--- src/inc/sec_map.svh ---
// Purpose: register offsets, field positions, reset values and timing counts
// Assumes: 4-bit register address, 8-bit data
// Notes:   shared by the package users and the top module
`ifndef SEC_MAP_SVH
`define SEC_MAP_SVH

// ---------------------------------------------------------------------------
// register addresses
// ---------------------------------------------------------------------------
`define SEC_ADDR_CMD        4'h0
`define SEC_ADDR_DMA        4'h1
`define SEC_ADDR_RXCTL      4'h3
`define SEC_ADDR_MODE       4'h4
`define SEC_ADDR_TXCTL      4'h5
`define SEC_ADDR_SYNC_ENH   4'h7
`define SEC_ADDR_ENC        4'hA
`define SEC_ADDR_MISC       4'hE
`define SEC_ADDR_ACC        4'hF
`define SEC_RADDR_STAT0     4'h0
`define SEC_RADDR_RXCTL     4'h9
`define SEC_RADDR_MODE      4'h4
`define SEC_RADDR_TXCTL     4'h5
`define SEC_RADDR_ENH       4'hE
`define SEC_RADDR_ENC       4'hB

// ---------------------------------------------------------------------------
// field positions and reset values
// ---------------------------------------------------------------------------
`define SEC_ENH_RESET       8'h20
`define SEC_ACC_ENH_SEL     0
`define SEC_CMD_RST_TBE     0
`define SEC_CMD_RST_EOM     1
`define SEC_DMA_REQ_EN      0
`define SEC_DMA_REQ_RX      1
`define SEC_MISC_DTR_REQ    2
`define SEC_TXCTL_RTS       1
`define SEC_ENC_MARK_IDLE   3
`define SEC_STAT_TBE        2
`define SEC_STAT_RXAV       0
`define SEC_RX_HALF_LEVEL   4'h4

// ---------------------------------------------------------------------------
// timing
// ---------------------------------------------------------------------------
`define SEC_DEACT_CLKS      4

`endif

--- src/inc/sec_pkg.sv ---
// Purpose: types shared by the enhancement control block
// Assumes: field layout of the enhancement control register
// Notes:   bit 7 is reserved and kept only so the readback is whole
package sec_pkg;

  // -------------------------------------------------------------------------
  // enhancement control register layout
  // -------------------------------------------------------------------------
  typedef struct packed {
    logic reserved;
    logic ext_read;
    logic tx_level;
    logic dtr_timing;
    logic rx_level;
    logic auto_rts;
    logic auto_eom;
    logic auto_flag;
  } sec_enh_t;

  // request-to-send hold sequence
  typedef enum logic [1:0] {SEC_RTS_FOLLOW, SEC_RTS_HOLD, SEC_RTS_CLKWAIT} sec_rts_st_t;

endpackage

--- src/verilog/sec_sync.sv ---
// Purpose: two flip-flop synchroniser for pins from outside the core clock
// Assumes: i_d is asynchronous to i_clk
// Notes:   first stage feeds only the second stage
`timescale 1ns/10ps
module sec_sync #(
  parameter int W = 1
) (
  input  wire logic         i_clk,
  input  wire logic         i_rst_n,
  input  wire logic [W-1:0] i_d,
  output logic      [W-1:0] o_q
);

  logic [W-1:0] meta_reg;

  // two stages, constant reset
  always_ff @(posedge i_clk or negedge i_rst_n)
  begin
    if (!i_rst_n)
    begin
      meta_reg <= '0;
      o_q      <= '0;
    end
    else
    begin
      meta_reg <= i_d;
      o_q      <= meta_reg;
    end
  end

endmodule // sec_sync

--- src/verilog/sec_req_deact.sv ---
// Purpose: active-low request pin with selectable deactivation delay
// Assumes: i_req is a level from core-clock logic
// Notes:   delayed mode holds the pin active for a fixed count after drop
`timescale 1ns/10ps
`include "sec_map.svh"
module sec_req_deact #(
  parameter int DEACT = `SEC_DEACT_CLKS
) (
  input  wire logic i_clk,
  input  wire logic i_rst_n,
  input  wire logic i_req,
  input  wire logic i_fast,
  output logic      o_req_n
);

  logic [3:0] cnt_reg;

  // count down the hold after the request drops
  always_ff @(posedge i_clk or negedge i_rst_n)
  begin
    if (!i_rst_n)
      cnt_reg <= 4'h0;
    else if (i_req)
      cnt_reg <= 4'(DEACT - 1);
    else if (cnt_reg != 4'h0)
      cnt_reg <= cnt_reg - 4'h1;
  end

  // fast mode drops with the request, like the wait/request pin
  always_ff @(posedge i_clk or negedge i_rst_n)
  begin
    if (!i_rst_n)
      o_req_n <= 1'b1;
    else
      o_req_n <= !(i_req || (!i_fast && !o_req_n && cnt_reg != 4'h0));
  end

endmodule // sec_req_deact

--- src/verilog/sec_chan.sv ---
// Purpose: per-channel enhancement control of a serial controller
// Assumes: fifo levels and transmitter events come from core-clock logic;
//          the transmit clock pin is sampled, not used as a clock
// Notes:   one instance per channel; nothing is shared between channels
//
// Notes on behaviour
// - with access bit 0 set, writes to address 7 go to enhancement control
// - access control bit 0 reads back as written
// - reset sets enhancement bit 5, clears the rest; channel reset does the same
// - extended read returns write registers at read addresses 9,4,5,14,11
// - tx empty interrupt on whole fifo empty or top byte empty per bit 5
// - transmit request follows the same bit 5 choice
// - terminal-ready request drops like wait request, or after 4 clocks
// - rx interrupt at four bytes when bit 3 set, else per character
// - sdlc auto rts holds rts until closing flag leaves, then tx clock edge
// - outside sdlc or with bit 2 clear, rts follows its control bit
// - auto eom clears the eom latch and presets the crc itself
// - auto flag sends an opening flag without clearing mark idle
// - sdlc receive stores the final two crc bits
// - other sync modes drop the final two crc bits
// - sdlc nrzi mark idle forces txd high when idle is reached
// - forced high is off while mark idle bit is 0
// - frame end gives two latched tx empty interrupts, two resets
// - tx pending latches when eom latch clears before frame end
// - status bit 2 shows top tx byte empty regardless of level
// - rx request with at least one byte, independent of bit 3
`timescale 1ns/10ps
`include "sec_map.svh"
module sec_chan
  import sec_pkg::*;
#(
  parameter int DEACT = `SEC_DEACT_CLKS
) (
  input  wire logic       i_core_clk,
  input  wire logic       i_nrst,
  input  wire logic [3:0] i_addr,
  input  wire logic [7:0] i_wdata,
  input  wire logic       i_wr,
  input  wire logic       i_rd,
  output logic      [7:0] o_rdata,
  input  wire logic       i_chan_reset,
  input  wire logic       i_tx_top_empty,
  input  wire logic       i_tx_fifo_empty,
  input  wire logic       i_tx_data_wr,
  input  wire logic       i_crc_loaded,
  input  wire logic       i_frame_active,
  input  wire logic       i_flag_done,
  input  wire logic       i_eom_latch,
  input  wire logic       i_tx_mark_idle,
  input  wire logic       i_tx_serial,
  input  wire logic [3:0] i_rx_level,
  input  wire logic       i_tx_clk,
  output logic            o_txd,
  output logic            o_rts_n,
  output logic            o_w_req_n,
  output logic            o_dtr_req_n,
  output logic            o_tx_irq,
  output logic            o_rx_irq,
  output logic            o_eom_clr,
  output logic            o_crc_preset,
  output logic            o_auto_flag,
  output logic            o_rx_crc_full
);

  // -------------------------------------------------------------------------
  // reset release and pin sampling
  // -------------------------------------------------------------------------
  logic        rst_n;
  logic        txclk_s;
  logic        txclk_prev_reg;
  logic        txclk_rise;
  logic [1:0]  rst_sync_reg;

  // async assert, release through two flops
  always_ff @(posedge i_core_clk or negedge i_nrst)
  begin
    if (!i_nrst)
      rst_sync_reg <= 2'b00;
    else
      rst_sync_reg <= {rst_sync_reg[0], 1'b1};
  end
  assign rst_n = rst_sync_reg[1];

  sec_sync #(.W(1)) u_txclk_sync (
    .i_clk   (i_core_clk),
    .i_rst_n (rst_n),
    .i_d     (i_tx_clk),
    .o_q     (txclk_s)
  );

  // edge finder reads only the synchronised copy
  always_ff @(posedge i_core_clk or negedge rst_n)
  begin
    if (!rst_n)
      txclk_prev_reg <= 1'b0;
    else
      txclk_prev_reg <= txclk_s;
  end
  assign txclk_rise = txclk_s && !txclk_prev_reg;

  // -------------------------------------------------------------------------
  // write registers
  // -------------------------------------------------------------------------
  sec_enh_t    enh_reg;
  logic [7:0]  acc_reg;
  logic [7:0]  sync_reg;
  logic [7:0]  rxctl_reg;
  logic [7:0]  mode_reg;
  logic [7:0]  txctl_reg;
  logic [7:0]  enc_reg;
  logic [7:0]  misc_reg;
  logic [7:0]  dma_reg;
  logic        wr_enh;
  logic        sdlc;

  assign wr_enh = i_wr && i_addr == `SEC_ADDR_SYNC_ENH && acc_reg[`SEC_ACC_ENH_SEL];
  // sdlc: sync mode field 10 with sync modes selected
  assign sdlc   = mode_reg[3:2] == 2'b00 && mode_reg[5:4] == 2'b10;

  // enhancement register, own copy per channel; channel reset restores it
  always_ff @(posedge i_core_clk or negedge rst_n)
  begin
    if (!rst_n)
      enh_reg <= sec_enh_t'(`SEC_ENH_RESET);
    else if (i_chan_reset)
      enh_reg <= sec_enh_t'(`SEC_ENH_RESET);
    else if (wr_enh)
      enh_reg <= sec_enh_t'(i_wdata);
  end

  // ordinary write registers; address 7 hits sync only with bit 0 clear
  always_ff @(posedge i_core_clk or negedge rst_n)
  begin
    if (!rst_n)
    begin
      acc_reg   <= 8'h00;
      sync_reg  <= 8'h00;
      rxctl_reg <= 8'h00;
      mode_reg  <= 8'h00;
      txctl_reg <= 8'h00;
      enc_reg   <= 8'h00;
      misc_reg  <= 8'h00;
      dma_reg   <= 8'h00;
    end
    else if (i_wr)
    begin
      unique case (i_addr)
        `SEC_ADDR_ACC:      acc_reg   <= i_wdata;
        `SEC_ADDR_SYNC_ENH: if (!acc_reg[`SEC_ACC_ENH_SEL]) sync_reg <= i_wdata;
        `SEC_ADDR_RXCTL:    rxctl_reg <= i_wdata;
        `SEC_ADDR_MODE:     mode_reg  <= i_wdata;
        `SEC_ADDR_TXCTL:    txctl_reg <= i_wdata;
        `SEC_ADDR_ENC:      enc_reg   <= i_wdata;
        `SEC_ADDR_MISC:     misc_reg  <= i_wdata;
        `SEC_ADDR_DMA:      dma_reg   <= i_wdata;
        default:            ;
      endcase
    end
  end

  // -------------------------------------------------------------------------
  // read port: data stand only in the cycle after the strobe
  // -------------------------------------------------------------------------
  always_ff @(posedge i_core_clk or negedge rst_n)
  begin
    if (!rst_n)
      o_rdata <= 8'h00;
    else if (!i_rd)
      o_rdata <= 8'h00;
    else if (i_addr == `SEC_ADDR_ACC)
      o_rdata <= acc_reg;
    else if (i_addr == `SEC_RADDR_STAT0)
      o_rdata <= {5'h00, i_tx_top_empty, 1'b0, i_rx_level != 4'h0};
    else if (enh_reg.ext_read)
    begin
      unique case (i_addr)
        `SEC_RADDR_RXCTL: o_rdata <= rxctl_reg;
        `SEC_RADDR_MODE:  o_rdata <= mode_reg;
        `SEC_RADDR_TXCTL: o_rdata <= txctl_reg;
        `SEC_RADDR_ENH:   o_rdata <= enh_reg;
        `SEC_RADDR_ENC:   o_rdata <= enc_reg;
        default:          o_rdata <= 8'h00;
      endcase
    end
    else
      o_rdata <= 8'h00;
  end

  // -------------------------------------------------------------------------
  // transmit interrupt latch
  // -------------------------------------------------------------------------
  logic       tbe_cond;
  logic       tbe_prev_reg;
  logic       tbe_set;
  logic       tbe_clr;
  logic [1:0] tbe_cnt_reg;
  logic       req_lvl;

  assign tbe_cond = enh_reg.tx_level ? i_tx_fifo_empty : i_tx_top_empty;
  // an edge, crc load, or early eom clear, alone or together in one cycle, counts as one interrupt
  assign tbe_set  = (tbe_cond && !tbe_prev_reg) || i_crc_loaded
                    || (o_eom_clr && i_frame_active);
  assign tbe_clr  = i_wr && i_addr == `SEC_ADDR_CMD && i_wdata[`SEC_CMD_RST_TBE];

  always_ff @(posedge i_core_clk or negedge rst_n)
  begin
    if (!rst_n)
      tbe_prev_reg <= 1'b0;
    else
      tbe_prev_reg <= tbe_cond;
  end

  // counted, so a late reset of the first cannot swallow the second
  always_ff @(posedge i_core_clk or negedge rst_n)
  begin
    if (!rst_n)
      tbe_cnt_reg <= 2'h0;
    else if (i_chan_reset)
      tbe_cnt_reg <= 2'h0;
    else if (tbe_set && !tbe_clr && tbe_cnt_reg != 2'h3)
      tbe_cnt_reg <= tbe_cnt_reg + 2'h1;
    else if (tbe_clr && !tbe_set && tbe_cnt_reg != 2'h0)
      tbe_cnt_reg <= tbe_cnt_reg - 2'h1; // set and clear together leave the count unchanged
  end

  // interrupt and request outputs
  always_ff @(posedge i_core_clk or negedge rst_n)
  begin
    if (!rst_n)
    begin
      o_tx_irq  <= 1'b0;
      o_rx_irq  <= 1'b0;
      o_w_req_n <= 1'b1;
    end
    else
    begin
      o_tx_irq  <= tbe_cnt_reg != 2'h0 || tbe_set;
      o_rx_irq  <= enh_reg.rx_level ? i_rx_level >= `SEC_RX_HALF_LEVEL
                                    : i_rx_level != 4'h0;
      o_w_req_n <= !req_lvl;
    end
  end

  // -------------------------------------------------------------------------
  // request pins
  // -------------------------------------------------------------------------
  // receive request needs one byte only; transmit follows the tbe choice
  assign req_lvl = dma_reg[`SEC_DMA_REQ_EN]
                   && (dma_reg[`SEC_DMA_REQ_RX] ? i_rx_level != 4'h0
                                                : tbe_cond);

  sec_req_deact #(.DEACT(DEACT)) u_dtr_req (
    .i_clk   (i_core_clk),
    .i_rst_n (rst_n),
    .i_req   (req_lvl && misc_reg[`SEC_MISC_DTR_REQ]),
    .i_fast  (enh_reg.dtr_timing),
    .o_req_n (o_dtr_req_n)
  );

  // -------------------------------------------------------------------------
  // request-to-send
  // -------------------------------------------------------------------------
  sec_rts_st_t rts_st_reg;
  logic        rts_bit;

  assign rts_bit = txctl_reg[`SEC_TXCTL_RTS];

  // hold rts through the closing flag, release on the next tx clock rise
  always_ff @(posedge i_core_clk or negedge rst_n)
  begin
    if (!rst_n)
      rts_st_reg <= SEC_RTS_FOLLOW;
    else
    begin
      unique case (rts_st_reg)
        SEC_RTS_FOLLOW:
          if (!rts_bit && !o_rts_n && sdlc && enh_reg.auto_rts && i_frame_active)
            rts_st_reg <= SEC_RTS_HOLD;
        SEC_RTS_HOLD:
          if (rts_bit || !enh_reg.auto_rts || !sdlc)
            rts_st_reg <= SEC_RTS_FOLLOW;
          else if (i_flag_done)
            rts_st_reg <= SEC_RTS_CLKWAIT;
        SEC_RTS_CLKWAIT:
          if (txclk_rise || rts_bit)
            rts_st_reg <= SEC_RTS_FOLLOW;
      endcase
    end
  end

  always_ff @(posedge i_core_clk or negedge rst_n)
  begin
    if (!rst_n)
      o_rts_n <= 1'b1;
    else if (rts_st_reg == SEC_RTS_FOLLOW
             && !(!rts_bit && !o_rts_n && sdlc && enh_reg.auto_rts && i_frame_active))
      o_rts_n <= !rts_bit;
    else if (rts_st_reg == SEC_RTS_CLKWAIT && txclk_rise)
      o_rts_n <= 1'b1;
  end

  // -------------------------------------------------------------------------
  // eom and crc automation, flag, crc capture, txd forcing
  // -------------------------------------------------------------------------
  logic force_high;

  assign force_high = sdlc && enc_reg[6:5] == 2'b01 && enc_reg[`SEC_ENC_MARK_IDLE]
                      && i_tx_mark_idle;

  // auto mode clears the latch on new data; command clears it in either mode
  always_ff @(posedge i_core_clk or negedge rst_n)
  begin
    if (!rst_n)
    begin
      o_eom_clr    <= 1'b0;
      o_crc_preset <= 1'b0;
    end
    else
    begin
      o_eom_clr    <= i_eom_latch && ((enh_reg.auto_eom && i_tx_data_wr)
                      || (i_wr && i_addr == `SEC_ADDR_CMD && i_wdata[`SEC_CMD_RST_EOM]));
      o_crc_preset <= i_eom_latch && enh_reg.auto_eom && i_tx_data_wr;
    end
  end

  always_ff @(posedge i_core_clk or negedge rst_n)
  begin
    if (!rst_n)
    begin
      o_auto_flag   <= 1'b0;
      o_rx_crc_full <= 1'b0;
      o_txd         <= 1'b1;
    end
    else
    begin
      o_auto_flag   <= enh_reg.auto_flag && sdlc;
      o_rx_crc_full <= sdlc;
      o_txd         <= force_high || i_tx_serial;
    end
  end
endmodule // sec_chan

--- config.mk ---
export PLATFORM = sky130hd
export DESIGN_NAME = sec_chan
export DESIGN_NICKNAME = d
export VERILOG_FILES = /design/src/inc/sec_pkg.sv /design/src/verilog/sec_sync.sv /design/src/verilog/sec_req_deact.sv /design/src/verilog/sec_chan.sv
export VERILOG_INCLUDE_DIRS = /design/src /design/src/inc
export SDC_FILE = /design/constraint.sdc
export NUM_CORES = 1
export LEC_CHECK = 0
export ABC_AREA = 1
export BUFFER_PORTS_ARGS = -buffer_cell sky130_fd_sc_hd__buf_4
export CAP_MARGIN = 20
export CORE_MARGIN = 2
export CORE_UTILIZATION = 50
export CTS_CLUSTER_DIAMETER = 50
export DETAILED_ROUTE_END_ITERATION = 10
export PLACE_DENSITY = 0.79
export SLEW_MARGIN = 20
export SYNTH_ARGS = -nofsm -noshare
export SYNTH_HDL_FRONTEND = slang
export SYNTH_SLANG_ARGS = --single-unit
--- constraint.sdc ---
create_clock -name i_core_clk -period 3.1 [get_ports i_core_clk]
set_input_delay 0.62 -clock i_core_clk [delete_from_list [all_inputs] [get_ports i_core_clk]]
set_output_delay 0.62 -clock i_core_clk [all_outputs]
set_load 0.05 [all_outputs]
Word level (Yosys, flattened, before mapping)
Cells that the tools add are included.

Register bits after elaboration: 85. Input port bits: 31. Output and inout bits: 18.

Equal/unequal tests: 18. Add/sub/neg operators: 3. Magnitude comparators: 1. Reduce and logical (&&, ||, !) cells: 71. Muxes and demuxes: 22.

Operators with widths (number): 8-bit 2-to-1 mux (6); 8-bit one-hot mux with 5 select lines (1); 1-bit logical AND (31); 4-bit == test, second input constant (5); 2-bit 2-to-1 mux (7); 2-bit AND reduction (7); 1-bit zero test (13); 4-bit by 3-bit == test with 1-bit output, second input constant (3); 1-bit logical OR (9); 4-bit 2-to-1 mux (2); 2-bit nonzero test (4); 4-bit nonzero test (2); 2-bit inequality test, second input constant (3); 2-bit one-hot mux with 3 select lines (1); 1-bit 2-to-1 mux (5); 2-bit by 1-bit == test with 1-bit output, second input constant (2); 2-bit == test, second input constant (2); 4-bit by 1-bit == test with 1-bit output, second input constant (1); 4-bit by 2-bit == test with 1-bit output, second input constant (1); 4-bit by 3-bit >= comparator with 1-bit output, second input constant (1); 2-bit zero test (2); 4-bit zero test (1); 4-bit by 1-bit subtractor with 4-bit output, second input constant (1); 3-bit inequality test, second input constant (1); 4 further kinds (4).

Logic depth before layout (Yosys ltp)
Gate-level depths: netlist (run 1).

Depth after elaboration: 10. Depth in mapped cells: 10.

Modules after synthesis
From an unflattened synthesis (run 1), not the netlist that was laid out.

Cells, all modules: 451. Area, all modules: 3757.4 µm².

By module, submodules not included: sec_chan (area an instance 3450.8 µm², cells each 418, times used 1, sequential area each 1906.8 µm²); sec_req_deact (area an instance 256.5 µm², cells each 31, times used 1, sequential area each 126.4 µm²); sec_sync (area an instance 50.0 µm², cells each 2, times used 1, sequential area each 50.0 µm²).

Least setup slack after synthesis (run 1)
No wires, ideal clock.

Path kind: input -> register. From: input port i_addr[1]. To: register tbe_cnt_reg[1]. Cell stages on the path: 7. Required time: 2.983 ns. Arrival time: 1.428 ns. Path buffers: 1. Setup time: 0.117 ns. Setup slack: 1.555 ns. Cells stage by stage: nor2_1 -> buf_2 -> nand4_1 -> nand3_1 -> nand3_1 -> nand2_1 -> nand2_1.

Longest elaborated chain between the ends: 8. Elaborated cells between the ends (all ways): 11.

RTL lines: start, declared (RTL line sec_chan.sv:36) `input wire logic [3:0] i_addr,`; 4-bit zero test (no line) (*); 1-bit logical AND (no line) (*); 1-bit logical AND (*) (RTL line sec_chan.sv:203) `` assign tbe_clr = i_wr && i_addr == `SEC_ADDR_CMD && i_wdata[`SEC_CMD_RST_TBE]; ``; 1-bit zero test (RTL line sec_chan.sv:220) `else if (tbe_set && !tbe_clr && tbe_cnt_reg != 2'h3)`; 1-bit logical AND (2 in a row) (RTL line sec_chan.sv:220); 2-bit 2-to-1 mux (RTL line sec_chan.sv:220); 2-bit 2-to-1 mux (RTL line sec_chan.sv:218) `else if (i_chan_reset)`; end signal, assigned (RTL line sec_chan.sv:221) `tbe_cnt_reg <= tbe_cnt_reg + 2'h1;`; end signal, assigned (RTL line sec_chan.sv:223) `tbe_cnt_reg <= tbe_cnt_reg - 2'h1;`; end, declared (RTL line sec_chan.sv:196) `logic [1:0] tbe_cnt_reg;`.

Every way passes the cells marked *; elsewhere a longest branch is shown, timed or not. A chain may end at the register's enable or synchronous reset.

Worst setup path after layout (run 1)
From: input port i_addr[1]. To: register mode_reg[1].

Longest elaborated chain between the ends: 2.

RTL lines: 4-bit by 3-bit == test with 1-bit output (RTL line sec_chan.sv:147) `unique case (i_addr)`; 2-bit AND reduction (no line); end signal, assigned (RTL line sec_chan.sv:151) `` `SEC_ADDR_MODE: mode_reg <= i_wdata; ``; end, declared (RTL line sec_chan.sv:108) `logic [7:0] mode_reg;`.

Every way passes these cells.

==> impl_results.html, run 1 <==
<table>
<tr><th>Metric</th><th>Value</th></tr>
<tr><th colspan="2">Status</th></tr>
<tr><td>Result of the run</td><td>finished, final reports clean</td></tr>
<tr><th colspan="2">Global routing</th></tr>
<tr><td>All-layer global routing usage</td><td>24.23%</td></tr>
<tr><td>Vias in the first global route</td><td>approximately 3,000</td></tr>
<tr><td>Antenna violations before repair</td><td>0</td></tr>
<tr><td>Overflow left after global routing</td><td>0</td></tr>
<tr><td>Global-route wire length before repair</td><td>15.12 mm</td></tr>
<tr><td>Maximum number of pins on one net before global-route repair</td><td>82</td></tr>
<tr><th colspan="2">Pwr</th></tr>
<tr><td>Worst ir drop on vdd</td><td>0.0003115 V</td></tr>
<tr><td>Leakage component of the power</td><td>between 0.002 and 0.0025 µW</td></tr>
<tr><td>Ratio of total power to cell area</td><td>roughly 650 nW/µm²</td></tr>
<tr><th colspan="2">CTS</th></tr>
<tr><td>Gates resized, CTS repair</td><td>0</td></tr>
<tr><td>Cts hold-fix bufs</td><td>0</td></tr>
<tr><td>CTS clk-pin slew, worst paths</td><td>0.08 ns</td></tr>
<tr><td>Maximum clock path buffer count</td><td>2</td></tr>
<tr><td>Clock tree sinks</td><td>83</td></tr>
<tr><td>Total CTS buffers</td><td>9</td></tr>
<tr><td>Clock latency reported for the late side of the worst-skew pair</td><td>0.37 ns</td></tr>
<tr><td>Clock tree from TritonCTS</td><td>done</td></tr>
<tr><td>Cell at the root of the clock tree</td><td>clkbuf_8</td></tr>
<tr><td>CTS HTree Levels</td><td>3</td></tr>
<tr><td>Number of setup buffers added after CTS</td><td>0</td></tr>
<tr><th colspan="2">Worst hold path</th></tr>
<tr><td>Class of the most critical hold timing path</td><td>primary input to async pin</td></tr>
<tr><th colspan="2">Finish</th></tr>
<tr><td>Antenna diode count</td><td>0</td></tr>
<tr><td>Layout overhead on the synthesized area</td><td>19.16%</td></tr>
<tr><td>Number of fillers in the final layout</td><td>624</td></tr>
<tr><td>Nets</td><td>roughly 530</td></tr>
<tr><td>Final std cells w/o fill</td><td>594</td></tr>
<tr><td>Most frequent cells in the layout</td><td>109 x nand2_1, 77 x dfrtp_1, 49 x inv_1, 48 x buf_4, 41 x o21ai_0</td></tr>
<tr><td>Fraction of final layout cells sized beyond drive strength 1</td><td>16.36%</td></tr>
<tr><td>Most common cell after layout, fill and taps aside</td><td>nand2_1</td></tr>
<tr><th colspan="2">Logic synthesis</th></tr>
<tr><td>Post-Syn Nets</td><td>473</td></tr>
<tr><td>Number of warnings printed during yosys synthesis</td><td>0</td></tr>
<tr><td>Post-synthesis instance total</td><td>437</td></tr>
<tr><td>Per-instance average area after synthesis</td><td>roughly 8.5 µm²</td></tr>
<tr><td>Mapped cell area</td><td>about 3700 µm²</td></tr>
<tr><td>Sequential share of the synthesized area</td><td>55.97%</td></tr>
<tr><td>Flops &amp; latches, synth</td><td>83</td></tr>
<tr><td>Number of library cell types mapped by synthesis</td><td>27</td></tr>
<tr><th colspan="2">Floorplan</th></tr>
<tr><td>Die area</td><td>approximately 8200 µm²</td></tr>
<tr><td>IO Pins</td><td>49</td></tr>
<tr><td>Die width</td><td>roughly 90 µm</td></tr>
<tr><td>Vertical extent of the die</td><td>90.28 µm</td></tr>
<tr><td>Initial Utilization</td><td>51.60%</td></tr>
<tr><td>Count of standard-cell rows</td><td>31</td></tr>
<tr><td>Core Footprint</td><td>7214 µm²</td></tr>
<tr><th colspan="2">Route</th></tr>
<tr><td>Per-cell via count in the routed design</td><td>roughly 5.3</td></tr>
<tr><td>Number of search-and-repair iterations in the first detailed-routing pass</td><td>5</td></tr>
<tr><td>Number of DRC violations after detailed routing</td><td>0</td></tr>
<tr><td>Initial DRC Count</td><td>261</td></tr>
<tr><td>Post-detailed-routing wire length</td><td>around 9.2 mm</td></tr>
<tr><td>Mean routed wirelength per cell</td><td>15.48 µm</td></tr>
<tr><td>Post-route antenna net violation count</td><td>0</td></tr>
<tr><td>Routed vias</td><td>around 3,200</td></tr>
<tr><th colspan="2">Timing</th></tr>
<tr><td>Total of endpoints with negative setup slack in the final report</td><td>0</td></tr>
<tr><td>Slew HR</td><td>49.32%</td></tr>
<tr><td>Post-route clock period utilization</td><td>~61%</td></tr>
<tr><td>Final count of pins violating max slew</td><td>0</td></tr>
<tr><td>Final-report hold violation count</td><td>0</td></tr>
<tr><td>Peak Freq</td><td>between 500 and 600 MHz</td></tr>
<tr><td>Accumulated negative setup slack</td><td>0 ns</td></tr>
<tr><td>Worst Clk Skew</td><td>0.01036 ns</td></tr>
<tr><td>Unrepaired setup endpoints after global routing</td><td>no</td></tr>
<tr><td>Clock period minus final worst setup slack</td><td>1.880 ns</td></tr>
<tr><td>Transition time at the pin with the least slew margin</td><td>0.7574 ns</td></tr>
<tr><th colspan="2">Placement</th></tr>
<tr><td>Weighted congestion at the end of routability-driven global placement</td><td>0.9154</td></tr>
<tr><td>Placed Cells incl. Taps</td><td>a little under 600</td></tr>
<tr><td>HPWL Detailed</td><td>6.663 mm</td></tr>
<tr><td>Number of port buffers</td><td>48</td></tr>
<tr><th colspan="2">Critical path</th></tr>
<tr><td>Startpoint of the lowest-slack register-to-register path</td><td>enh_reg[5]</td></tr>
<tr><td>Worst-case register-to-register setup slack</td><td>1.52 ns</td></tr>
<tr><td>Kind of critical path</td><td>primary input to register</td></tr>
<tr><td>Sort of element at the end of the critical path</td><td>register</td></tr>
<tr><td>Type of origin of the critical path</td><td>primary input</td></tr>
<tr><td>Worst setup startpoint</td><td>i_addr[1]</td></tr>
<tr><td>Depth of the worst register-to-register path</td><td>6</td></tr>
<tr><td>WP data arrival</td><td>2.11 ns</td></tr>
<tr><td>Endpoint of the most critical register-to-register path</td><td>u_dtr_req.cnt_reg[0]</td></tr>
<tr><td>Termination of the worst setup path</td><td>mode_reg[1]</td></tr>
<tr><td>Worst-path fanout max</td><td>16</td></tr>
<tr><td>Data required, critical path</td><td>3.33 ns</td></tr>
<tr><th colspan="2">Job</th></tr>
<tr><td>Maximum capacitance violations</td><td>0</td></tr>
</table>
## per-stage QoR
step,total power [µW],setup slack [ns],cell area (µm²),hold WS [ns],util [%]
2_1_floorplan,1808,0.6259,3722,0.3244,-
3_5_place_dp,1992,0.8854,4174,0.3356,57.86
3_3_place_gp,1961,1.002,4174,0.3327,57.86
6_report,2894,1.220,4436,0.01454,61.48
5_1_grt,3054,1.023,4436,0.01467,61.48
4_1_cts,2905,1.243,4408,0.01150,61.10
## synthesized netlist by cell type (all sizes together)
library cell | count | area (µm²)
a21oi | 27 | 135.1
a31oi | 1 | 6.260
buf | 4 | 25.02
clkbuf | 3 | 11.26
conb | 1 | 3.750
dfrtp | 78 | 1952
dfstp | 5 | 131.4
ha | 5 | 62.56
inv | 50 | 187.7
nand2 | 111 | 421.7
nand3 | 37 | 185.2
nand4 | 6 | 37.54
nor2 | 46 | 197.7
nor3 | 5 | 36.29
o211ai | 1 | 7.510
o21ai | 41 | 205.2
o21bai | 7 | 52.55
o22ai | 4 | 25.02
or2 | 2 | 12.51
xnor2 | 1 | 8.760
xor2 | 2 | 17.52
## how the worst min path moves through the flow
| stage | start | to | slack, ns | cells past startpoint |
|---|---|---|---|---|
| after floorplan | i_nrst | rst_sync_reg[0] | 0.32 | 0 |
| after global placement | u_txclk_sync.meta_reg | u_txclk_sync.o_q | 0.33 | 0 |
| after detailed placement | rst_sync_reg[0] | rst_sync_reg[1] | 0.34 | 0 |
| after CTS | i_nrst | rst_sync_reg[1] | 0.01 | 1 |
| after global routing | i_nrst | rst_sync_reg[1] | 0.01 | 1 |
| final | i_nrst | rst_sync_reg[1] | 0.01 | 1 |
## routing by layer
metal	GRT usage [%]	vias up	wire [µm]
li1	-	1518	-
met1	33.88	1494	4099
met2	37.72	122	4344
met3	4.841	23	502
met4	9.231	0	247
met5	0	-	0
## cells by family after synthesis
family | share of synthesized area (%)
adder cells (fa/ha/maj) | 1.681
other | 0.1007
buffers and inverters | 6.017
AO/OA/AOI/OAI | 11.60
AND/OR/NAND/NOR | 23.93
XOR/XNOR | 0.7060
flip-flops | 55.97
## power breakdown
group	switching (µW)	internal (µW)	total, µW
clock	386	534	920
sequential	121	1280	1400
combinational	351	222	573
## final cells by class
class / count / area, µm² / area share [%]
timing repair buffer: 49 / 387.9 / 8.745
clock buffer: 11 / 131.4 / 2.962
sequential: 83 / 2087 / 47.05
tap: 99 / 123.9 / 2.793
clock inverter: 5 / 102.6 / 2.313
inverter: 50 / 187.7 / 4.231
multi-input combinational: 297 / 1415 / 31.90
## critical path: stages
cell	delay [ns]
buf_4	0.13
nor2_1	0.59
nand3_1	0.49
nand2_1	0.18
o21ai_0	0.10
(Power assumes the default switching activity.)
==> run 2, diff against run 1 <==
--- a/config.mk
+++ b/config.mk
@@ -6,14 +6,14 @@
 export SDC_FILE = /design/constraint.sdc
 export NUM_CORES = 1
 export LEC_CHECK = 0
-export ABC_AREA = 1
+export ABC_AREA = 0
 export BUFFER_PORTS_ARGS = -buffer_cell sky130_fd_sc_hd__buf_4
 export CAP_MARGIN = 20
 export CORE_MARGIN = 2
 export CORE_UTILIZATION = 50
 export CTS_CLUSTER_DIAMETER = 50
 export DETAILED_ROUTE_END_ITERATION = 10
-export PLACE_DENSITY = 0.79
+export PLACE_DENSITY = 0.81
 export SLEW_MARGIN = 20
 export SYNTH_ARGS = -nofsm -noshare
 export SYNTH_HDL_FRONTEND = slang
==> constraint.sdc (replaced) <==
create_clock -name i_core_clk -period 1.6 [get_ports i_core_clk]
set_input_delay 0.32 -clock i_core_clk [delete_from_list [all_inputs] [get_ports i_core_clk]]
set_output_delay 0.32 -clock i_core_clk [all_outputs]
set_load 0.05 [all_outputs]
==> run 2 against run 1 <==
Effect of this change:
- the run now ends with setup timing left
- design area increased by 9.5%
- sequential cell count unchanged
- sequential share of layout area decreased by 4.1 points
- critical path depth decreased by 1
- die area increased by 2.2%
- critical path type is now register to register
- largest power group unchanged
- first-iteration DRC count decreased by 4.6%
==> impl_results.html, run 2 <==
<table>
<tr><th>Metric</th><th>Value</th></tr>
<tr><th colspan="2">Status</th></tr>
<tr><td>Result of the run</td><td>finished with violations (was finished, final reports clean)</td></tr>
<tr><td>Violated checks</td><td>setup timing</td></tr>
<tr><th colspan="2">Logic synthesis</th></tr>
<tr><td>Mapped cell area</td><td>3810 µm² (was 3722 µm²)</td></tr>
<tr><td>Cell taking the most area after synthesis</td><td>dfrtp_1 (unchanged)</td></tr>
<tr><td>Post-Syn Nets</td><td>339 (was 473)</td></tr>
<tr><td>Commonest cells post-synth</td><td>78 x dfrtp_1, 46 x mux2_2, 16 x nor2_1, 15 x nand2_1 (was 109 x nand2_1, 78 x dfrtp_1, 49 x inv_1, 41 x o21ai_0, 40 x nor2_1)</td></tr>
<tr><td>Number of library cell types mapped by synthesis</td><td>57 (was 27)</td></tr>
<tr><td>Fraction of synthesis flops using an asynchronous set or reset pin</td><td>100.0% (unchanged)</td></tr>
<tr><td>Top_reg_cell synth</td><td>dfrtp_1 (unchanged)</td></tr>
<tr><td>Number of warnings printed during yosys synthesis</td><td>0 (unchanged)</td></tr>
<tr><td>EDFF count, synth</td><td>0 (unchanged)</td></tr>
<tr><td>Most instantiated library cell after synthesis</td><td>dfrtp_1 (was nand2_1)</td></tr>
<tr><td>Top-area cell type share of the netlist area</td><td>51.23% (was 52.44%)</td></tr>
<tr><td>Flops &amp; latches, synth</td><td>83 (unchanged)</td></tr>
<tr><td>Per-instance average area after synthesis</td><td>12.57 µm² (was 8.518 µm²)</td></tr>
<tr><td>Cell types with the largest area share after synthesis</td><td>dfrtp_1 51%, mux2_2 14%, dfstp_2 3.4% (was dfrtp_1 52%, nand2_1 11%, o21ai_0 5.5%)</td></tr>
<tr><td>Post-synthesis instance total</td><td>303 (was 437)</td></tr>
<tr><td>Sequential share of the synthesized area</td><td>54.68% (was 55.97%)</td></tr>
<tr><th colspan="2">Finish</th></tr>
<tr><td>Antenna diode count</td><td>0 (unchanged)</td></tr>
<tr><td>Utilization after layout</td><td>66.24% (was 61.48%)</td></tr>
<tr><td>Most common cell after layout, fill and taps aside</td><td>buf_4 (was nand2_1)</td></tr>
<tr><td>Fraction of final layout cells sized beyond drive strength 1</td><td>42.79% (was 16.36%)</td></tr>
<tr><td>Number of fillers in the final layout</td><td>525 (was 624)</td></tr>
<tr><td>Nets</td><td>433 (was 526)</td></tr>
<tr><td>Layout overhead on the synthesized area</td><td>27.45% (was 19.16%)</td></tr>
<tr><td>Most frequent cells in the layout</td><td>92 x buf_4, 77 x dfrtp_1, 46 x mux2_2, 16 x nor2_1, 15 x nand2_1 (was 109 x nand2_1, 77 x dfrtp_1, 49 x inv_1, 48 x buf_4, 41 x o21ai_0)</td></tr>
<tr><th colspan="2">Global routing</th></tr>
<tr><td>Overflow left after global routing</td><td>0 (unchanged)</td></tr>
<tr><td>Vias in the first global route</td><td>2,862 (was 3,016)</td></tr>
<tr><td>All-layer global routing usage</td><td>22.69% (was 24.23%)</td></tr>
<tr><td>Maximum number of pins on one net before global-route repair</td><td>42 (was 82)</td></tr>
<tr><td>Antenna violations before repair</td><td>0 (unchanged)</td></tr>
<tr><td>Global-route wire length before repair</td><td>14.27 mm (was 15.12 mm)</td></tr>
<tr><th colspan="2">Critical path</th></tr>
<tr><td>Depth of the worst register-to-register path</td><td>4 (was 6)</td></tr>
<tr><td>Data required, critical path</td><td>1.87 ns (was 3.33 ns)</td></tr>
<tr><td>Ordered cell list for the critical path</td><td>mux2_4 -&gt; a221o_1 -&gt; or4_1 -&gt; o311ai_1 (was buf_4 -&gt; nor2_1 -&gt; nand3_1 -&gt; nand2_1 -&gt; o21ai_0)</td></tr>
<tr><td>Worst-path fanout max</td><td>4 (was 16)</td></tr>
<tr><td>WP data arrival</td><td>2.06 ns (was 2.11 ns)</td></tr>
<tr><td>Type of origin of the critical path</td><td>register (was primary input)</td></tr>
<tr><td>Sort of element at the end of the critical path</td><td>register (unchanged)</td></tr>
<tr><td>Critical-path top delay cell</td><td>dfstp_2 (was nor2_1)</td></tr>
<tr><td>Kind of critical path</td><td>register to register (was primary input to register)</td></tr>
<tr><td>Worst path max stage delay</td><td>0.54 ns (was 0.59 ns)</td></tr>
<tr><th colspan="2">Route</th></tr>
<tr><td>Mean routed wirelength per cell</td><td>17.85 µm (was 15.48 µm)</td></tr>
<tr><td>Number of DRC violations after detailed routing</td><td>0 (unchanged)</td></tr>
<tr><td>Initial DRC Count</td><td>249 (was 261)</td></tr>
<tr><td>Routed vias</td><td>2,861 (was 3,157)</td></tr>
<tr><td>Per-cell via count in the routed design</td><td>5.711 (was 5.315)</td></tr>
<tr><td>Post-detailed-routing wire length</td><td>8.943 mm (was 9.194 mm)</td></tr>
<tr><td>Number of search-and-repair iterations in the first detailed-routing pass</td><td>6 (was 5)</td></tr>
<tr><td>Post-route antenna net violation count</td><td>0 (unchanged)</td></tr>
<tr><th colspan="2">Job</th></tr>
<tr><td>Maximum capacitance violations</td><td>0 (unchanged)</td></tr>
<tr><th colspan="2">Floorplan</th></tr>
<tr><td>Die area</td><td>8334 µm² (was 8150 µm²)</td></tr>
<tr><td>Die width</td><td>91.29 µm (was 90.28 µm)</td></tr>
<tr><td>Initial Utilization</td><td>51.97% (was 51.60%)</td></tr>
<tr><td>Vertical extent of the die</td><td>91.29 µm (was 90.28 µm)</td></tr>
<tr><td>Core Footprint</td><td>7331 µm² (was 7214 µm²)</td></tr>
<tr><td>IO Pins</td><td>49 (unchanged)</td></tr>
<tr><td>Count of standard-cell rows</td><td>31 (unchanged)</td></tr>
<tr><th colspan="2">Placement</th></tr>
<tr><td>HPWL Detailed</td><td>6.462 mm (was 6.663 mm)</td></tr>
<tr><td>Weighted congestion at the end of routability-driven global placement</td><td>0.8886 (was 0.9154)</td></tr>
<tr><td>Number of port buffers</td><td>48 (unchanged)</td></tr>
<tr><th colspan="2">Timing</th></tr>
<tr><td>Peak Freq</td><td>between 500 and 600 MHz</td></tr>
<tr><td>Unrepaired setup endpoints after global routing</td><td>yes (was no)</td></tr>
<tr><td>Worst Clk Skew</td><td>0.009543 ns (was 0.01036 ns)</td></tr>
<tr><td>Accumulated negative setup slack</td><td>-0.4294 ns (was 0 ns)</td></tr>
<tr><td>Total of endpoints with negative setup slack in the final report</td><td>3 (was 0)</td></tr>
<tr><td>Final-report hold violation count</td><td>0 (unchanged)</td></tr>
<tr><td>Clock period minus final worst setup slack</td><td>around 1.8 ns</td></tr>
<tr><td>Post-route clock period utilization</td><td>112.0%</td></tr>
<tr><td>Worst Setup Slack, final</td><td>-0.1920 ns (was 1.220 ns)</td></tr>
<tr><td>Final count of pins violating max slew</td><td>0 (unchanged)</td></tr>
<tr><th colspan="2">Worst hold path</th></tr>
<tr><td>Number of cells on the worst hold path</td><td>1</td></tr>
<tr><td>Class of the most critical hold timing path</td><td>primary input to register (was primary input to async pin)</td></tr>
<tr><th colspan="2">Pwr</th></tr>
<tr><td>Ratio of total power to cell area</td><td>1157 nW/µm² (was 652.5 nW/µm²)</td></tr>
<tr><td>Worst ir drop on vdd</td><td>0.0006936 V (was 0.0003115 V)</td></tr>
<tr><td>Leakage component of the power</td><td>0.002247 µW (was 0.002245 µW)</td></tr>
<tr><th colspan="2">CTS</th></tr>
<tr><td>CTS clk-pin slew, worst paths</td><td>0.08 ns (about the same)</td></tr>
<tr><td>Clock tree sinks</td><td>83 (unchanged)</td></tr>
<tr><td>CTS HTree Levels</td><td>3 (unchanged)</td></tr>
<tr><td>Clock tree from TritonCTS</td><td>done (unchanged)</td></tr>
<tr><td>Cell at the root of the clock tree</td><td>clkbuf_8 (unchanged)</td></tr>
<tr><td>Total CTS buffers</td><td>9 (unchanged)</td></tr>
<tr><td>Clock latency reported for the late side of the worst-skew pair</td><td>0.36 ns (was 0.37 ns)</td></tr>
<tr><td>Maximum clock path buffer count</td><td>2 (unchanged)</td></tr>
</table>
run 2: cell types whose count changed after synthesis, sizes merged, moves of 10 or more:
cell	before	now
nor2	46	16
nand3	37	5
a21oi	27	5
mux2i	0	10
mux2	0	47
o21ai	41	10
inv	50	9
nand2	111	15
run 2: where the power goes:
part           internal, µW  leakage, µW  total [µW]  switching, µW
registers              2500      0.00103        2760            261
clock network           850     0.000102        1590            738
logic                   642      0.00111        1270            629
run 2: repair_timing:
item                                    CTS  global route
resized for setup                         0             2
endpoints found under the hold margin     2             0
endpoints found under the setup margin    3             6
buffers inserted                          1             4
hold buffers                              1             0
pin swaps                                 1             2
run 2: kinds of logic (layout without fill, tap and decap cells):
group                      Yosys count  in the layout  synth area share [%]
adders and majority gates            5              5                 1.642
other                                1              1               0.09843
buffers and inverters               22            121                 2.627
muxes                               57             57                 16.62
DFF                                 83             83                 54.68
xor gates and xnor gates             1              1                0.2299
AOI/OAI and AO/OA                   50             50                 10.28
and+or+nand+nor                     84             84                 13.83
run 2: per-layer routing:
layer	track usage (%)	share of wire, %
met2	37.90	50
met3	5.477	7.8
met1	28.11	40
met5	0	0
met4	9.848	2.5
run 2: worst paths after layout:
path | from | to | slack [ns]
setup / recovery | enh_reg[5] | tbe_cnt_reg[0] | -0.19
hold / removal | i_tx_clk | u_txclk_sync.meta_reg | 0.06
setup reg to reg | enh_reg[5] | tbe_cnt_reg[0] | -0.19
hold reg to reg | rst_sync_reg[1] | acc_reg[4] | 0.23
max in group asynchronous | rst_sync_reg[1] | enh_reg[5] | 0.76
min in group asynchronous | rst_sync_reg[1] | acc_reg[4] | 0.23
run 2: area by class of cell:
type | instances | area [µm²] | share of cell area, %
Multi-Input combinational cell | 198 | 1637 | 33.70
Tap cell | 99 | 123.9 | 2.551
Sequential cell | 83 | 2087 | 42.98
Timing Repair Buffer | 96 | 760.7 | 15.67
Inverter | 9 | 33.78 | 0.6957
Clock inverter | 3 | 45.04 | 0.9276
Clock buffer | 13 | 168.9 | 3.478
run 2: stage by stage:
stage / std cells / area, µm² / hold slack [ns] / total power [µW] / worst slack, ns
after floorplan: 303 / 3811 / 0.02441 / 3590 / -0.1957
after global placement: 479 / 4584 / 0.1023 / 3929 / -0.1929
after detailed placement: 479 / 4584 / 0.1034 / 4023 / -0.2405
after CTS: 497 / 4816 / 0.04662 / 5617 / -0.2071
after global routing: 501 / 4856 / 0.04960 / 5902 / -0.2495
final: 501 / 4856 / 0.06314 / 5617 / -0.1920
run 2: critical path: cells and delay by family (launching register included):
kind | cells | cell delay [ns]
compound gates | 2 | 0.42
flops | 1 | 0.54
mux | 1 | 0.31
simple gates | 1 | 0.42
==> run 3, diff against run 2 <==
--- a/config.mk
+++ b/config.mk
@@ -13,7 +13,7 @@
 export CORE_UTILIZATION = 50
 export CTS_CLUSTER_DIAMETER = 50
 export DETAILED_ROUTE_END_ITERATION = 10
-export PLACE_DENSITY = 0.81
+export PLACE_DENSITY = 0.75
 export SLEW_MARGIN = 20
 export SYNTH_ARGS = -nofsm -noshare
 export SYNTH_HDL_FRONTEND = slang
==> run 3 against run 2 <==
Effect of this change:
- the run still ends with setup timing left
- die area is the same
- routed wire length grew 1.7%
- clock skew shrank 0.00067 ns
- sequential cell count is the same
- utilization shrank 0.068 points
- global-route usage grew 0.55 points
- design area shrank 0.10%
- fmax grew 0.39%
- critical path depth is the same
- clock power is essentially flat
- sequential share of layout area is essentially flat
- critical path type unchanged
- largest power group unchanged
- highest routed layer unchanged
==> impl_results.html, run 3 (synthesis gave the netlist of run 2 again) <==
<table>
<tr><th>Metric</th><th>Value</th></tr>
<tr><th colspan="2">Route</th></tr>
<tr><td>Post-route antenna net violation count</td><td>0 (unchanged)</td></tr>
<tr><td>Initial DRC Count</td><td>142 (was 249)</td></tr>
<tr><td>Mean routed wirelength per cell</td><td>18.16 µm (was 17.85 µm)</td></tr>
<tr><td>Per-cell via count in the routed design</td><td>5.657 (was 5.711)</td></tr>
<tr><td>Number of DRC violations after detailed routing</td><td>0 (unchanged)</td></tr>
<tr><td>Number of search-and-repair iterations in the first detailed-routing pass</td><td>5 (was 6)</td></tr>
<tr><td>Post-detailed-routing wire length</td><td>9.097 mm (was 8.943 mm)</td></tr>
<tr><td>Routed vias</td><td>2,834 (was 2,861)</td></tr>
<tr><th colspan="2">Finish</th></tr>
<tr><td>Utilization after layout</td><td>66.17% (was 66.24%)</td></tr>
<tr><td>Layout overhead on the synthesized area</td><td>27.32% (was 27.45%)</td></tr>
<tr><td>Nets</td><td>433 (unchanged)</td></tr>
<tr><td>Most common cell after layout, fill and taps aside</td><td>buf_4 (unchanged)</td></tr>
<tr><td>Most frequent cells in the layout</td><td>92 x buf_4, 77 x dfrtp_1, 46 x mux2_2, 16 x nor2_1, 15 x nand2_1 (unchanged)</td></tr>
<tr><td>Antenna diode count</td><td>0 (unchanged)</td></tr>
<tr><td>Fraction of final layout cells sized beyond drive strength 1</td><td>42.79% (unchanged)</td></tr>
<tr><td>Final std cells w/o fill</td><td>501 (unchanged)</td></tr>
<tr><th colspan="2">Critical path</th></tr>
<tr><td>Worst-case register-to-register setup slack</td><td>-0.18 ns (was -0.19 ns)</td></tr>
<tr><td>Endpoint of the most critical register-to-register path</td><td>o_tx_irq (was tbe_cnt_reg[0])</td></tr>
<tr><td>Data required, critical path</td><td>1.83 ns (was 1.87 ns)</td></tr>
<tr><td>Termination of the worst setup path</td><td>o_tx_irq (was tbe_cnt_reg[0])</td></tr>
<tr><td>Type of origin of the critical path</td><td>register (unchanged)</td></tr>
<tr><td>Kind of critical path</td><td>register to register (unchanged)</td></tr>
<tr><td>Depth of the worst register-to-register path</td><td>4 (unchanged)</td></tr>
<tr><td>Startpoint of the lowest-slack register-to-register path</td><td>enh_reg[5] (unchanged)</td></tr>
<tr><td>WP data arrival</td><td>2.02 ns (was 2.06 ns)</td></tr>
<tr><td>Worst setup startpoint</td><td>enh_reg[5] (unchanged)</td></tr>
<tr><td>Sort of element at the end of the critical path</td><td>register (unchanged)</td></tr>
<tr><td>Worst-path fanout max</td><td>3 (was 4)</td></tr>
<tr><th colspan="2">CTS</th></tr>
<tr><td>Clock latency reported for the late side of the worst-skew pair</td><td>0.35 ns (was 0.36 ns)</td></tr>
<tr><td>CTS HTree Levels</td><td>3 (unchanged)</td></tr>
<tr><td>Cell at the root of the clock tree</td><td>clkbuf_8 (unchanged)</td></tr>
<tr><td>Clock tree sinks</td><td>83 (unchanged)</td></tr>
<tr><td>Total CTS buffers</td><td>9 (unchanged)</td></tr>
<tr><td>Clock tree from TritonCTS</td><td>done (unchanged)</td></tr>
<tr><td>Maximum clock path buffer count</td><td>2 (unchanged)</td></tr>
<tr><td>CTS clk-pin slew, worst paths</td><td>0.08 ns (about the same)</td></tr>
<tr><th colspan="2">Floorplan</th></tr>
<tr><td>Count of standard-cell rows</td><td>31 (unchanged)</td></tr>
<tr><td>Die area</td><td>8334 µm² (unchanged)</td></tr>
<tr><td>Core Footprint</td><td>7331 µm² (unchanged)</td></tr>
<tr><td>Vertical extent of the die</td><td>91.29 µm (unchanged)</td></tr>
<tr><td>Initial Utilization</td><td>51.97% (unchanged)</td></tr>
<tr><td>IO Pins</td><td>49 (unchanged)</td></tr>
<tr><td>Die width</td><td>91.29 µm (unchanged)</td></tr>
<tr><th colspan="2">Global routing</th></tr>
<tr><td>Overflow left after global routing</td><td>0 (unchanged)</td></tr>
<tr><td>Vias in the first global route</td><td>2,929 (was 2,862)</td></tr>
<tr><td>Global-route wire length before repair</td><td>14.79 mm (was 14.27 mm)</td></tr>
<tr><td>Maximum number of pins on one net before global-route repair</td><td>82 (was 42)</td></tr>
<tr><td>All-layer global routing usage</td><td>23.24% (was 22.69%)</td></tr>
<tr><td>Antenna violations before repair</td><td>0 (unchanged)</td></tr>
<tr><th colspan="2">Placement</th></tr>
<tr><td>HPWL Detailed</td><td>6.590 mm (was 6.462 mm)</td></tr>
<tr><td>Placed Cells incl. Taps</td><td>482 (was 479)</td></tr>
<tr><td>Number of port buffers</td><td>48 (unchanged)</td></tr>
<tr><td>Weighted congestion at the end of routability-driven global placement</td><td>0.8185 (was 0.8886)</td></tr>
<tr><th colspan="2">Timing</th></tr>
<tr><td>Peak Freq</td><td>560.2 MHz (was 558.1 MHz)</td></tr>
<tr><td>Slew HR</td><td>47.89%</td></tr>
<tr><td>Worst Setup Slack, final</td><td>-0.1850 ns (was -0.1920 ns)</td></tr>
<tr><td>Clock period minus final worst setup slack</td><td>1.785 ns (was 1.792 ns)</td></tr>
<tr><td>Accumulated negative setup slack</td><td>-0.5426 ns (was -0.4294 ns)</td></tr>
<tr><td>Transition time at the pin with the least slew margin</td><td>0.7800 ns</td></tr>
<tr><td>Post-route clock period utilization</td><td>111.6% (was 112.0%)</td></tr>
<tr><td>Total of endpoints with negative setup slack in the final report</td><td>3 (unchanged)</td></tr>
<tr><td>Smallest hold slack</td><td>0.07087 ns (was 0.06314 ns)</td></tr>
<tr><td>Final-report hold violation count</td><td>0 (unchanged)</td></tr>
<tr><td>Unrepaired setup endpoints after global routing</td><td>yes (unchanged)</td></tr>
<tr><td>Worst Clk Skew</td><td>0.008873 ns (was 0.009543 ns)</td></tr>
<tr><td>Final count of pins violating max slew</td><td>0 (unchanged)</td></tr>
<tr><th colspan="2">Worst hold path</th></tr>
<tr><td>Class of the most critical hold timing path</td><td>primary input to register (unchanged)</td></tr>
<tr><th colspan="2">Pwr</th></tr>
<tr><td>Ratio of total power to cell area</td><td>1155 nW/µm² (was 1157 nW/µm²)</td></tr>
<tr><td>Worst ir drop on vdd</td><td>0.0006058 V (was 0.0006936 V)</td></tr>
<tr><td>Leakage component of the power</td><td>0.002251 µW (was 0.002247 µW)</td></tr>
<tr><th colspan="2">Status</th></tr>
<tr><td>Result of the run</td><td>finished with violations (unchanged)</td></tr>
<tr><td>Violated checks</td><td>setup timing (unchanged)</td></tr>
<tr><th colspan="2">Job</th></tr>
<tr><td>Maximum capacitance violations</td><td>0 (unchanged)</td></tr>
</table>
run 3: cell types whose count changed in the layout (fill, tap and decap cells not counted):
cell / delta
o2111ai_2: -1
clkbuf_1: -1
clkinv_2: +2
buf_12: -1
o2111ai_1: +1
buf_6: +1
a21oi_4: +1
clkinvlp_4: -1
or3_4: +1
or3_2: -1
a21oi_2: -1
run 3: worst min-delay path by stage:
stage                  start               endpoint  slack (ns)  depth (start not counted)
floorplan             i_nrst        rst_sync_reg[0]        0.02                          0
global placement      i_nrst        rst_sync_reg[0]        0.10                          1
detailed placement    i_nrst        rst_sync_reg[0]        0.10                          1
global route        i_tx_clk  u_txclk_sync.meta_reg        0.07                          1
CTS                 i_tx_clk  u_txclk_sync.meta_reg        0.06                          1
finish              i_tx_clk  u_txclk_sync.meta_reg        0.07                          1
run 3: cell type report:
cell class              count  area (µm²)
inverters                   9       33.78
clock inverters             4       47.55
clock buffers              12       165.2
multi-input cells         198        1642
fillers                   547        2480
repair buffers             96       752.0
well taps                  99       123.9
flip-flops and latches     83        2087
run 3: through the flow:
| stage | total power (µW) | cell area (µm²) | setup slack (ns) |
|---|---|---|---|
| floorplan | 3590 | 3811 | -0.1957 |
| global placement | 3961 | 4594 | -0.1445 |
| detailed placement | 4032 | 4594 | -0.1999 |
| CTS | 5632 | 4828 | -0.1761 |
| global route | 5872 | 4851 | -0.2604 |
| finish | 5601 | 4851 | -0.1850 |
run 3: what timing repair did:
action,4_1_cts,5_1_grt
pin swaps,1,1
hold endpoints to repair,2,0
endpoints found under the setup margin,3,3
setup buffers,1,1
hold buffers,1,0
resized for setup,1,3
run 3: worst max-delay path, cell delays in order (launching register included):
cell and delay, ns:
dfstp_2 0.54, mux2_4 0.30, a221o_1 0.35, buf_4 0.16
or3_4 0.32
run 3: power by group:
group          internal [µW]  total [µW]  switching (µW)
Combinational            628        1270             639
Clock                    844        1590             744
Sequential              2500        2750             249
Total                   3970        5600            1630
run 3: layer usage:
layer / vias up / wire (µm) / global-route usage (%)
met5: - / 0 / 0
met4: 0 / 178 / 10.23
met3: 13 / 417 / 3.734
met2: 75 / 4551 / 39.07
met1: 1437 / 3949 / 29.72
li1: 1309 / - / -
